$ cat src/verilog/csci_pkg.sv
package csci_pkg;
    // register indexes within the socket register block
    localparam logic [11:0] FLAGS_OFFSET = 12'h804;
    localparam logic [11:0] CONFIG_OFFSET = 12'h805;
    localparam logic [7:0] CONFIG_RESET = 8'h00;
    localparam logic [3:0] FLAGS_RESET = 4'h0;
    // flag and enable bit positions, route field low bit
    localparam int DETECT_BIT = 3;
    localparam int READY_BIT = 2;
    localparam int BATLOW_BIT = 1;
    localparam int BATTERY_DEAD_FLAG_BIT = 0;
    localparam int ROUTE_LSB = 4;
    // route codes
    localparam logic [3:0] ROUTE_NONE = 4'h0;
    localparam logic [3:0] ROUTE_SMI = 4'h2;

    typedef enum logic [1:0] {
        CSCI_BATT_OK = 2'b00,
        CSCI_BATT_WARN = 2'b01,
        CSCI_BATT_DEAD = 2'b10
    } csci_batt_e;

    // card-side sampled inputs
    typedef struct packed {
        logic card_detect_a;
        logic card_detect_b;
        logic ready;
        logic bvd1;
        logic bvd2;
        logic ring_indicate_in;
    } csci_card_s;

    // host register access strobe bundle
    typedef struct packed {
        logic rd;
        logic wr;
        logic [11:0] addr;
        logic [7:0] wdata;
    } csci_bus_s;
endpackage

$ cat src/verilog/csci_top.sv
`timescale 1ns/1ps
// Operation
// flag bits 7..4 read zero, ignore writes
// bit 3 sets on either detect change
// flags clear by read or write-one
// memory card: bit 2 on ready rise
// i/o card: bits 2,1 read zero
// memory card: bit 1 on battery warning
// bit 0 battery dead or status signal
// ring mode: bit 0 shows ring input
// all flags reset to zero
// route field bits 7..4, reset none
// codes 4..9,12 pick matching irq
// config bit 3 enables detect events
// config bit 2 enables ready events
// config bit 1 enables battery warning
// config bit 0 enables dead/status events
// disabled source flag reads zero
// clear mode picked by global bit 2
// override routes interrupt to pci
// irq asserted while enabled flag set
module csci_top (
    input wire logic clk,
    input wire logic rst,
    input wire csci_pkg::csci_card_s card_in,
    input wire logic card_status_signal,
    input wire logic io_card_mode,
    input wire logic ring_enable,
    input wire logic clear_by_write,
    input wire logic status_irq_pci_override,
    input wire csci_pkg::csci_bus_s bus_in,
    output logic [7:0] rdata,
    output logic [15:0] irq_out,
    output logic smi_out,
    output logic pci_irq_out
);
    logic [7:0] config_reg;
    logic [7:0] config_next;
    logic [3:0] flags_reg;
    logic [3:0] flags_next;
    logic [3:0] event_set;
    logic [3:0] flag_view;
    logic [7:0] rdata_next;
    logic det_a_chg;
    logic det_b_chg;
    logic ready_rise;
    logic sts_rise;
    logic [15:0] irq_next;
    logic smi_next;
    logic pci_next;
    logic rd_flags;
    logic wr_flags;
    logic wr_config;
    csci_pkg::csci_batt_e batt_state;

    // battery voltage detect decode
    function automatic csci_pkg::csci_batt_e batt_decode(input logic bvd1, input logic bvd2);
        if (!bvd1)
            return csci_pkg::CSCI_BATT_DEAD;
        else if (!bvd2)
            return csci_pkg::CSCI_BATT_WARN;
        else
            return csci_pkg::CSCI_BATT_OK;
    endfunction

    csci_edge u_det_a (.clk(clk), .rst(rst), .level_in(card_in.card_detect_a), .rise(), .change(det_a_chg));
    csci_edge u_det_b (.clk(clk), .rst(rst), .level_in(card_in.card_detect_b), .rise(), .change(det_b_chg));
    csci_edge u_ready (.clk(clk), .rst(rst), .level_in(card_in.ready), .rise(ready_rise), .change());
    csci_edge u_sts (.clk(clk), .rst(rst), .level_in(card_status_signal), .rise(sts_rise), .change());

    // access decode
    always_comb
    begin
        rd_flags = 1'b0;
        wr_flags = 1'b0;
        wr_config = 1'b0;
        if (bus_in.addr == csci_pkg::FLAGS_OFFSET)
        begin
            rd_flags = bus_in.rd;
            wr_flags = bus_in.wr;
        end
        else if (bus_in.addr == csci_pkg::CONFIG_OFFSET)
            wr_config = bus_in.wr;
    end

    // next configuration; mask and router use it so a disable or a new route acts at once
    always_comb
    begin
        config_next = config_reg;
        if (wr_config)
            config_next = bus_in.wdata;
    end

    // configuration register
    always_ff @(posedge clk)
    begin
        if (rst)
            config_reg <= csci_pkg::CONFIG_RESET;
        else
            config_reg <= config_next;
    end

    assign batt_state = batt_decode(card_in.bvd1, card_in.bvd2);

    // source events gated by enables
    always_comb
    begin
        event_set = 4'h0;
        event_set[csci_pkg::DETECT_BIT] = (det_a_chg | det_b_chg)
            & config_reg[csci_pkg::DETECT_BIT];
        event_set[csci_pkg::READY_BIT] = ready_rise & ~io_card_mode
            & config_reg[csci_pkg::READY_BIT];
        event_set[csci_pkg::BATLOW_BIT] = (batt_state == csci_pkg::CSCI_BATT_WARN) & ~io_card_mode
            & config_reg[csci_pkg::BATLOW_BIT];
        if (io_card_mode)
            event_set[csci_pkg::BATTERY_DEAD_FLAG_BIT] = sts_rise & config_reg[csci_pkg::BATTERY_DEAD_FLAG_BIT];
        else
            event_set[csci_pkg::BATTERY_DEAD_FLAG_BIT] = (batt_state == csci_pkg::CSCI_BATT_DEAD)
                & config_reg[csci_pkg::BATTERY_DEAD_FLAG_BIT];
    end

    // sticky flags: set wins over clear
    always_comb
    begin
        flags_next = flags_reg;
        if (rd_flags && !clear_by_write)
            flags_next = 4'h0;
        else if (wr_flags && clear_by_write)
            flags_next = flags_reg & ~bus_in.wdata[3:0];
        flags_next = (flags_next | event_set) & config_next[3:0];
        if (io_card_mode)
            flags_next[2:1] = 2'b00;
    end

    always_ff @(posedge clk)
    begin
        if (rst)
            flags_reg <= csci_pkg::FLAGS_RESET;
        else
            flags_reg <= flags_next;
    end

    // visible flag value; ring mode shows ring input on bit 0
    always_comb
    begin
        flag_view = flags_reg;
        if (ring_enable)
            flag_view[csci_pkg::BATTERY_DEAD_FLAG_BIT] = card_in.ring_indicate_in;
    end

    // read data, upper flag bits zero
    always_comb
    begin
        rdata_next = 8'h00;
        if (bus_in.rd && bus_in.addr == csci_pkg::FLAGS_OFFSET)
            rdata_next = {4'h0, flag_view};
        else if (bus_in.rd && bus_in.addr == csci_pkg::CONFIG_OFFSET)
            rdata_next = config_reg;
    end

    always_ff @(posedge clk)
    begin
        if (rst)
            rdata <= 8'h00;
        else
            rdata <= rdata_next;
    end

    csci_route u_route (
        .route_sel(config_next[7:csci_pkg::ROUTE_LSB]),
        .pci_override(status_irq_pci_override),
        .irq_active(|flags_next),
        .irq_lines(irq_next),
        .smi(smi_next),
        .pci_irq(pci_next)
    );

    // registered interrupt outputs
    always_ff @(posedge clk)
    begin
        if (rst)
        begin
            irq_out <= 16'h0000;
            smi_out <= 1'b0;
            pci_irq_out <= 1'b0;
        end
        else
        begin
            irq_out <= irq_next;
            smi_out <= smi_next;
            pci_irq_out <= pci_next;
        end
    end

    // checks
    // flags come out of reset clear
    flags_reset_a: assert property (@(posedge clk) rst |=> flags_reg == 4'h0)
        else $error("flags not clear after reset");

    // configuration comes out of reset with routing off and every source disabled
    cfg_reset_a: assert property (@(posedge clk) rst |=> config_reg == 8'h00)
        else $error("config not clear after reset");

    // a configuration write lands whole
    config_write_a: assert property (@(posedge clk) disable iff (rst)
        wr_config |=> config_reg == $past(bus_in.wdata))
        else $error("config write lost");

    // an i/o card never holds the ready or battery warning flag
    io_zero_a: assert property (@(posedge clk) disable iff (rst)
        io_card_mode |=> flags_reg[2:1] == 2'b00)
        else $error("io card bits 2,1 set");

    // a disabled source never holds its flag
    disabled_zero_a: assert property (@(posedge clk) disable iff (rst)
        1'b1 |=> (flags_reg & ~config_reg[3:0]) == 4'h0)
        else $error("disabled flag set");

    // a change on either detect line sets the detect flag
    detect_set_a: assert property (@(posedge clk) disable iff (rst)
        ((det_a_chg || det_b_chg) && config_reg[3] && !wr_config) |=> flags_reg[3])
        else $error("detect change lost");

    // a read in read-clear mode empties the flags
    read_clear_a: assert property (@(posedge clk) disable iff (rst)
        (rd_flags && !clear_by_write && event_set == 4'h0 && !wr_config) |=> flags_reg == 4'h0)
        else $error("read did not clear");

    // writing ones in write-clear mode clears the flags named
    write_clear_a: assert property (@(posedge clk) disable iff (rst)
        (wr_flags && clear_by_write && bus_in.wdata[3:0] == flags_reg && event_set == 4'h0)
        |=> flags_reg == 4'h0)
        else $error("write-one did not clear");

    // a read in write-clear mode leaves a set flag alone
    read_keep_a: assert property (@(posedge clk) disable iff (rst)
        (rd_flags && clear_by_write && flags_reg[3]) |=> flags_reg[3])
        else $error("read cleared in write-clear mode");

    // a ready rise on a memory card sets the ready flag
    ready_set_a: assert property (@(posedge clk) disable iff (rst)
        (ready_rise && !io_card_mode && config_reg[2] && !wr_config) |=> flags_reg[2])
        else $error("ready rise lost");

    // a battery warning on a memory card sets the warning flag
    batlow_set_a: assert property (@(posedge clk) disable iff (rst)
        (batt_state == csci_pkg::CSCI_BATT_WARN && !io_card_mode && config_reg[1] && !wr_config)
        |=> flags_reg[1])
        else $error("battery warning lost");

    // a dead battery on a memory card sets bit 0
    dead_set_a: assert property (@(posedge clk) disable iff (rst)
        (batt_state == csci_pkg::CSCI_BATT_DEAD && !io_card_mode && config_reg[0] && !wr_config)
        |=> flags_reg[0])
        else $error("battery dead lost");

    // a status signal rise on an i/o card sets bit 0
    status_set_a: assert property (@(posedge clk) disable iff (rst)
        (sts_rise && io_card_mode && config_reg[0] && !wr_config) |=> flags_reg[0])
        else $error("status change lost");

    // ring mode puts the ring input on bit 0 of the read data
    ring_view_a: assert property (@(posedge clk) disable iff (rst)
        (ring_enable && rd_flags) |=> rdata[0] == $past(card_in.ring_indicate_in))
        else $error("ring bit wrong");

    // the reserved upper flag bits always read zero
    reserved_zero_a: assert property (@(posedge clk) disable iff (rst)
        rd_flags |=> rdata[7:4] == 4'h0)
        else $error("reserved flag bits set");

    // a pending flag drives the chosen legacy line
    irq_follow_a: assert property (@(posedge clk) disable iff (rst)
        (flags_reg != 4'h0 && !$past(status_irq_pci_override) && config_reg[7:4] == 4'h5) |-> irq_out[5])
        else $error("irq not asserted");

    // every legacy code drives exactly its own line
    route_line_a: assert property (@(posedge clk) disable iff (rst)
        (flags_reg != 4'h0 && !$past(status_irq_pci_override) && config_reg[7:4] != csci_pkg::ROUTE_SMI
        && config_reg[7:4] != csci_pkg::ROUTE_NONE) |-> (irq_out == (16'h0001 << config_reg[7:4]) && !smi_out))
        else $error("legacy line wrong");

    // the smi code drives smi and no legacy line
    smi_route_a: assert property (@(posedge clk) disable iff (rst)
        (flags_reg != 4'h0 && !$past(status_irq_pci_override) && config_reg[7:4] == csci_pkg::ROUTE_SMI)
        |-> (smi_out && irq_out == 16'h0000))
        else $error("smi route wrong");

    // no pending flag leaves every interrupt output low
    irq_idle_a: assert property (@(posedge clk) disable iff (rst)
        (flags_reg == 4'h0) |-> (irq_out == 16'h0000 && !smi_out && !pci_irq_out))
        else $error("interrupt without flag");

    // override keeps the legacy lines and smi quiet
    pci_route_a: assert property (@(posedge clk) disable iff (rst)
        status_irq_pci_override |=> irq_out == 16'h0000 && !smi_out)
        else $error("legacy irq under override");

    // override sends a pending flag to the pci line
    pci_level_a: assert property (@(posedge clk) disable iff (rst)
        (flags_reg != 4'h0 && $past(status_irq_pci_override)) |-> pci_irq_out)
        else $error("pci irq not asserted");

    // main scenarios reached
    detect_cov: cover property (@(posedge clk) disable iff (rst) det_a_chg && config_reg[3]);
    smi_cov: cover property (@(posedge clk) disable iff (rst) smi_out);
    w1c_cov: cover property (@(posedge clk) disable iff (rst) wr_flags && clear_by_write && flags_reg != 4'h0);
    status_cov: cover property (@(posedge clk) disable iff (rst) sts_rise && io_card_mode && config_reg[0]);
    pci_cov: cover property (@(posedge clk) disable iff (rst) pci_irq_out);
endmodule // csci_top

$ cat src/verilog/csci_edge.sv
`timescale 1ns/1ps
// registers a level and reports its rise and any change
module csci_edge (
    input wire logic clk,
    input wire logic rst,
    input wire logic level_in,
    output logic rise,
    output logic change
);
    logic prev_reg;

    // previous value, reset to current level is not allowed so reset low
    always_ff @(posedge clk)
    begin
        if (rst)
            prev_reg <= 1'b0;
        else
            prev_reg <= level_in;
    end

    assign rise = level_in & ~prev_reg;
    assign change = level_in ^ prev_reg;
endmodule // csci_edge

$ cat src/verilog/csci_route.sv
`timescale 1ns/1ps
// decodes the route field into one-hot legacy lines and smi
module csci_route (
    input wire logic [3:0] route_sel,
    input wire logic pci_override,
    input wire logic irq_active,
    output logic [15:0] irq_lines,
    output logic smi,
    output logic pci_irq
);
    // code n selects irq n, except code 0 which selects none and code 2 which selects smi
    always_comb
    begin
        irq_lines = 16'h0000;
        smi = 1'b0;
        pci_irq = 1'b0;
        if (pci_override)
            pci_irq = irq_active;
        else if (route_sel == csci_pkg::ROUTE_SMI)
            smi = irq_active;
        else if (route_sel != csci_pkg::ROUTE_NONE)
            irq_lines[route_sel] = irq_active;
    end
endmodule // csci_route

$ cat config.mk
export PLATFORM = sky130hd
export DESIGN_NAME = csci_top
export DESIGN_NICKNAME = d
export VERILOG_FILES = /design/src/verilog/csci_pkg.sv /design/src/verilog/csci_top.sv /design/src/verilog/csci_edge.sv /design/src/verilog/csci_route.sv
export SDC_FILE = /design/constraint.sdc
export NUM_CORES = 1
export LEC_CHECK = 0
export ABC_CLOCK_PERIOD_IN_PS = 4200
export BUFFER_PORTS_ARGS = -buffer_cell sky130_fd_sc_hd__buf_2
export CAP_MARGIN = 10
export CORE_MARGIN = 5
export CORE_UTILIZATION = 53
export DETAILED_ROUTE_END_ITERATION = 8
export GPL_TIMING_DRIVEN = 0
export PLACE_DENSITY = 0.85
export SLEW_MARGIN = 20
export SYNTH_ARGS = -nofsm -noshare
export SYNTH_HDL_FRONTEND = slang
export SYNTH_SLANG_ARGS = --single-unit
$ cat constraint.sdc
create_clock -name clk -period 4.2 [get_ports clk]
set_input_delay 0.42 -clock clk [delete_from_list [all_inputs] [get_ports clk]]
set_output_delay 0.42 -clock clk [all_outputs]
set_load 0.01 [all_outputs]
==> qor.yml <==
rsz0062_at_grt: "false"
syn_inst: 177
yosys_warnings: 0
p_leak_nw: 0.981
fin_skew_ns: 0.0131
ys_top_cells_by_count: "dfxtp_1 (42), nor2_1 (26), mux2i_1 (12), nand3_1 (8), and2_1 (6)"
cts_resized: 0
intPower_mw: 0.547
grt_max_degree: 14
cts.reportedPaths.clkPinSlew_ns: 0.12
power_mw: 0.700
p_comb_frac: 0.065
initial_core_util: 0.565
largest_register_ffs: 16
critPathArrivalTime_ns: 2.51
endpoint_kind: "register"
clock-sinks: 42
clkPwrFrac: 0.361
holdBufCountCts: 0
synth_enable_flop_cells: 0
cap_violations: 0
power_switching_mw: 0.154
timing.final.crit_share: 0.539
synth_top_area_cell: "dfxtp_1"
grt_pass1_wl_um: 6370
insertedDiodeCount: 0
ys_seq_area_frac: 0.480
die_h_um: 67.5
setup.worst_path.start: "bus_in[15]"
seqPwrFrac: 0.574
antenna_left: 0
synthTopCellsByArea: "dfxtp_1 (48%), mux2i_1 (6.9%), nor2_1 (5.6%), nor3b_2 (2.9%), nand3_1 (2.3%)"
setup_viol: 0
clock_latency_ns: 0.36
antenna_found_initial: 0
syn_avg_cell_area_sq_um: 9.90
min_delay_path_depth: 2
r2r-start: "u_det_a.prev_reg$_SDFF_PP0_"
yosysMostFrequentCell: "dfxtp_1"
min_to: "u_sts.prev_reg$_SDFF_PP0_"
rr_worst_depth: 7
overflow: 0
cts_buffers: 5
drt_pass1_iterations: 4
drc: 0
io_pins: 61
tritoncts: "yes"
hpwl_um: 3030
synthFlopType: "dfxtp_1"
htreeDepth: 2
required_ns: 4.44
areaGrowthSynthToFinish_pct: 24.6
path_max_fanout: 10
r2r_setup_slack_ns: 2.29
synth-seq-cells: 42
power_density_nw_per_um2: 321
fin_nets: 279
layout-drive-gt1-share: 0.331
critPathLaunchType: "input port"
fmax_mhz: 441
synthArstFlopShare: 0
root_buffer: "clkbuf_4"
die_width_um: 67.5
gp_congestion: 0.856
port_buffers: 59
fillCellCount: 275
routedWlPerCell_um: 13.5
outcome: "finished, final reports clean"
p_sw_frac: 0.219
criticalPathCategory: "input port to register"
core_area_sq_um: 3100
viasPerCell: 5.20
syn_area_sq_um: 1750
worstHoldPathType: "input port to register"
drv_slew: 0
grt_util_all_layers: 0.187
peakVddDrop_v: 0.000167
grt_pass1_vias: 1405
tns_ns: 0
cts_setup_buffers: 0
fin_crit_ns: 2.27
die-area_sq_um: 4560
clockBufferDepth: 2
worst_slew_pin_slew_ns: 0.556
synth.distinct_cells: 43
vias: 1503
drt-total-wl_um: 3890
timing.rr.end: "pci_irq_out$_SDFF_PP0_"
yosys.area.top_type_share: 0.480
finalHoldViolCount: 0
hold_start: "card_status_signal"
relSlewSlack: 0.625
rows: 20
drt_iter0_drc: 100
-- layout by cell type, fill, tap and decap left out, drive strengths merged, types with 4 or more instances in the layout --
cell type | synthesis | layout
a21oi | 4 | 4
and2 | 6 | 6
buf | 2 | 61
clkbuf | 4 | 9
dfxtp | 42 | 42
inv | 5 | 5
mux2i | 12 | 12
nand2 | 5 | 5
nand2b | 4 | 4
nand3 | 8 | 8
nand3b | 5 | 5
nand4 | 4 | 4
nor2 | 26 | 26
nor2b | 5 | 5
nor3 | 5 | 5
nor3b | 6 | 6
nor4b | 6 | 6
o21ai | 5 | 5
-- routing by layer --
| layer | vias to the layer above | part of all wire | track usage |
|---|---|---|---|
| met3 | 7 | 0.056 | 0.0449 |
| li1 | 759 | - | - |
| met5 | - | 0 | 0 |
| met1 | 694 | 0.42 | 0.225 |
| met4 | 0 | 0.017 | 0.0608 |
| met2 | 43 | 0.51 | 0.326 |
-- logic make-up after synthesis --
| group | Yosys count | synth area share |
|---|---|---|
| compound gates | 21 | 0.0871 |
| xor+xnor | 2 | 0.00999 |
| buf+inv | 11 | 0.0285 |
| flops | 42 | 0.480 |
| mux | 13 | 0.0749 |
| other cells | 1 | 0.00214 |
| simple gates | 87 | 0.318 |
-- critical path, cell delays in order --
cell and delay (ns):
buf_2 0.11, nor4_4 0.42, nand4_1 0.26, a311oi_1 0.42, o22ai_1 0.21, a211oi_4 0.40
buf_6 0.21, nor3b_2 0.05
-- power by group through the flow --
| stage | combinational (mW) | sequential (mW) | clock (mW) |
|---|---|---|---|
| 2_1_floorplan | 0.0189 | 0.412 | 0 |
| 3_3_place_gp | 0.0444 | 0.411 | 0 |
| 3_5_place_dp | 0.0453 | 0.411 | 0 |
| 4_1_cts | 0.0455 | 0.402 | 0.256 |
| 5_1_grt | 0.0508 | 0.403 | 0.277 |
| 6_report | 0.0455 | 0.402 | 0.252 |
-- cell type report --
| cell class | instances | area, sq um | area share |
|---|---|---|---|
| well taps | 44 | 55.1 | 0.0252 |
| repair buffers | 59 | 295 | 0.135 |
| multi-input cells | 125 | 866 | 0.396 |
| clock buffers | 5 | 37.5 | 0.0172 |
| inverters | 5 | 18.8 | 0.00859 |
| clock inverters | 3 | 40.0 | 0.0183 |
| plain buffers | 6 | 31.3 | 0.0143 |
| flip-flops and latches | 42 | 841 | 0.385 |
-- worst max path at each step --
stage,endpoint,slack [ns]
finish,pci_irq_out$_SDFF_PP0_,1.93
global route,pci_irq_out$_SDFF_PP0_,1.81
floorplan,pci_irq_out$_SDFF_PP0_,2.02
detailed placement,pci_irq_out$_SDFF_PP0_,1.58
CTS,pci_irq_out$_SDFF_PP0_,1.97
global placement,pci_irq_out$_SDFF_PP0_,1.60
-- stage by stage --
step / setup slack, ns / hold WS [ns] / instances / util / area, sq um
detailed placement: 1.58 / 0.527 / 281 / 0.679 / 2110
global placement: 1.60 / 0.516 / 281 / 0.679 / 2110
finish: 1.93 / 0.288 / 289 / 0.704 / 2180
global route: 1.81 / 0.299 / 289 / 0.704 / 2180
floorplan: 2.02 / 0.477 / 178 / - / 1760
CTS: 1.97 / 0.290 / 289 / 0.704 / 2180
(Power assumes the default switching activity.)
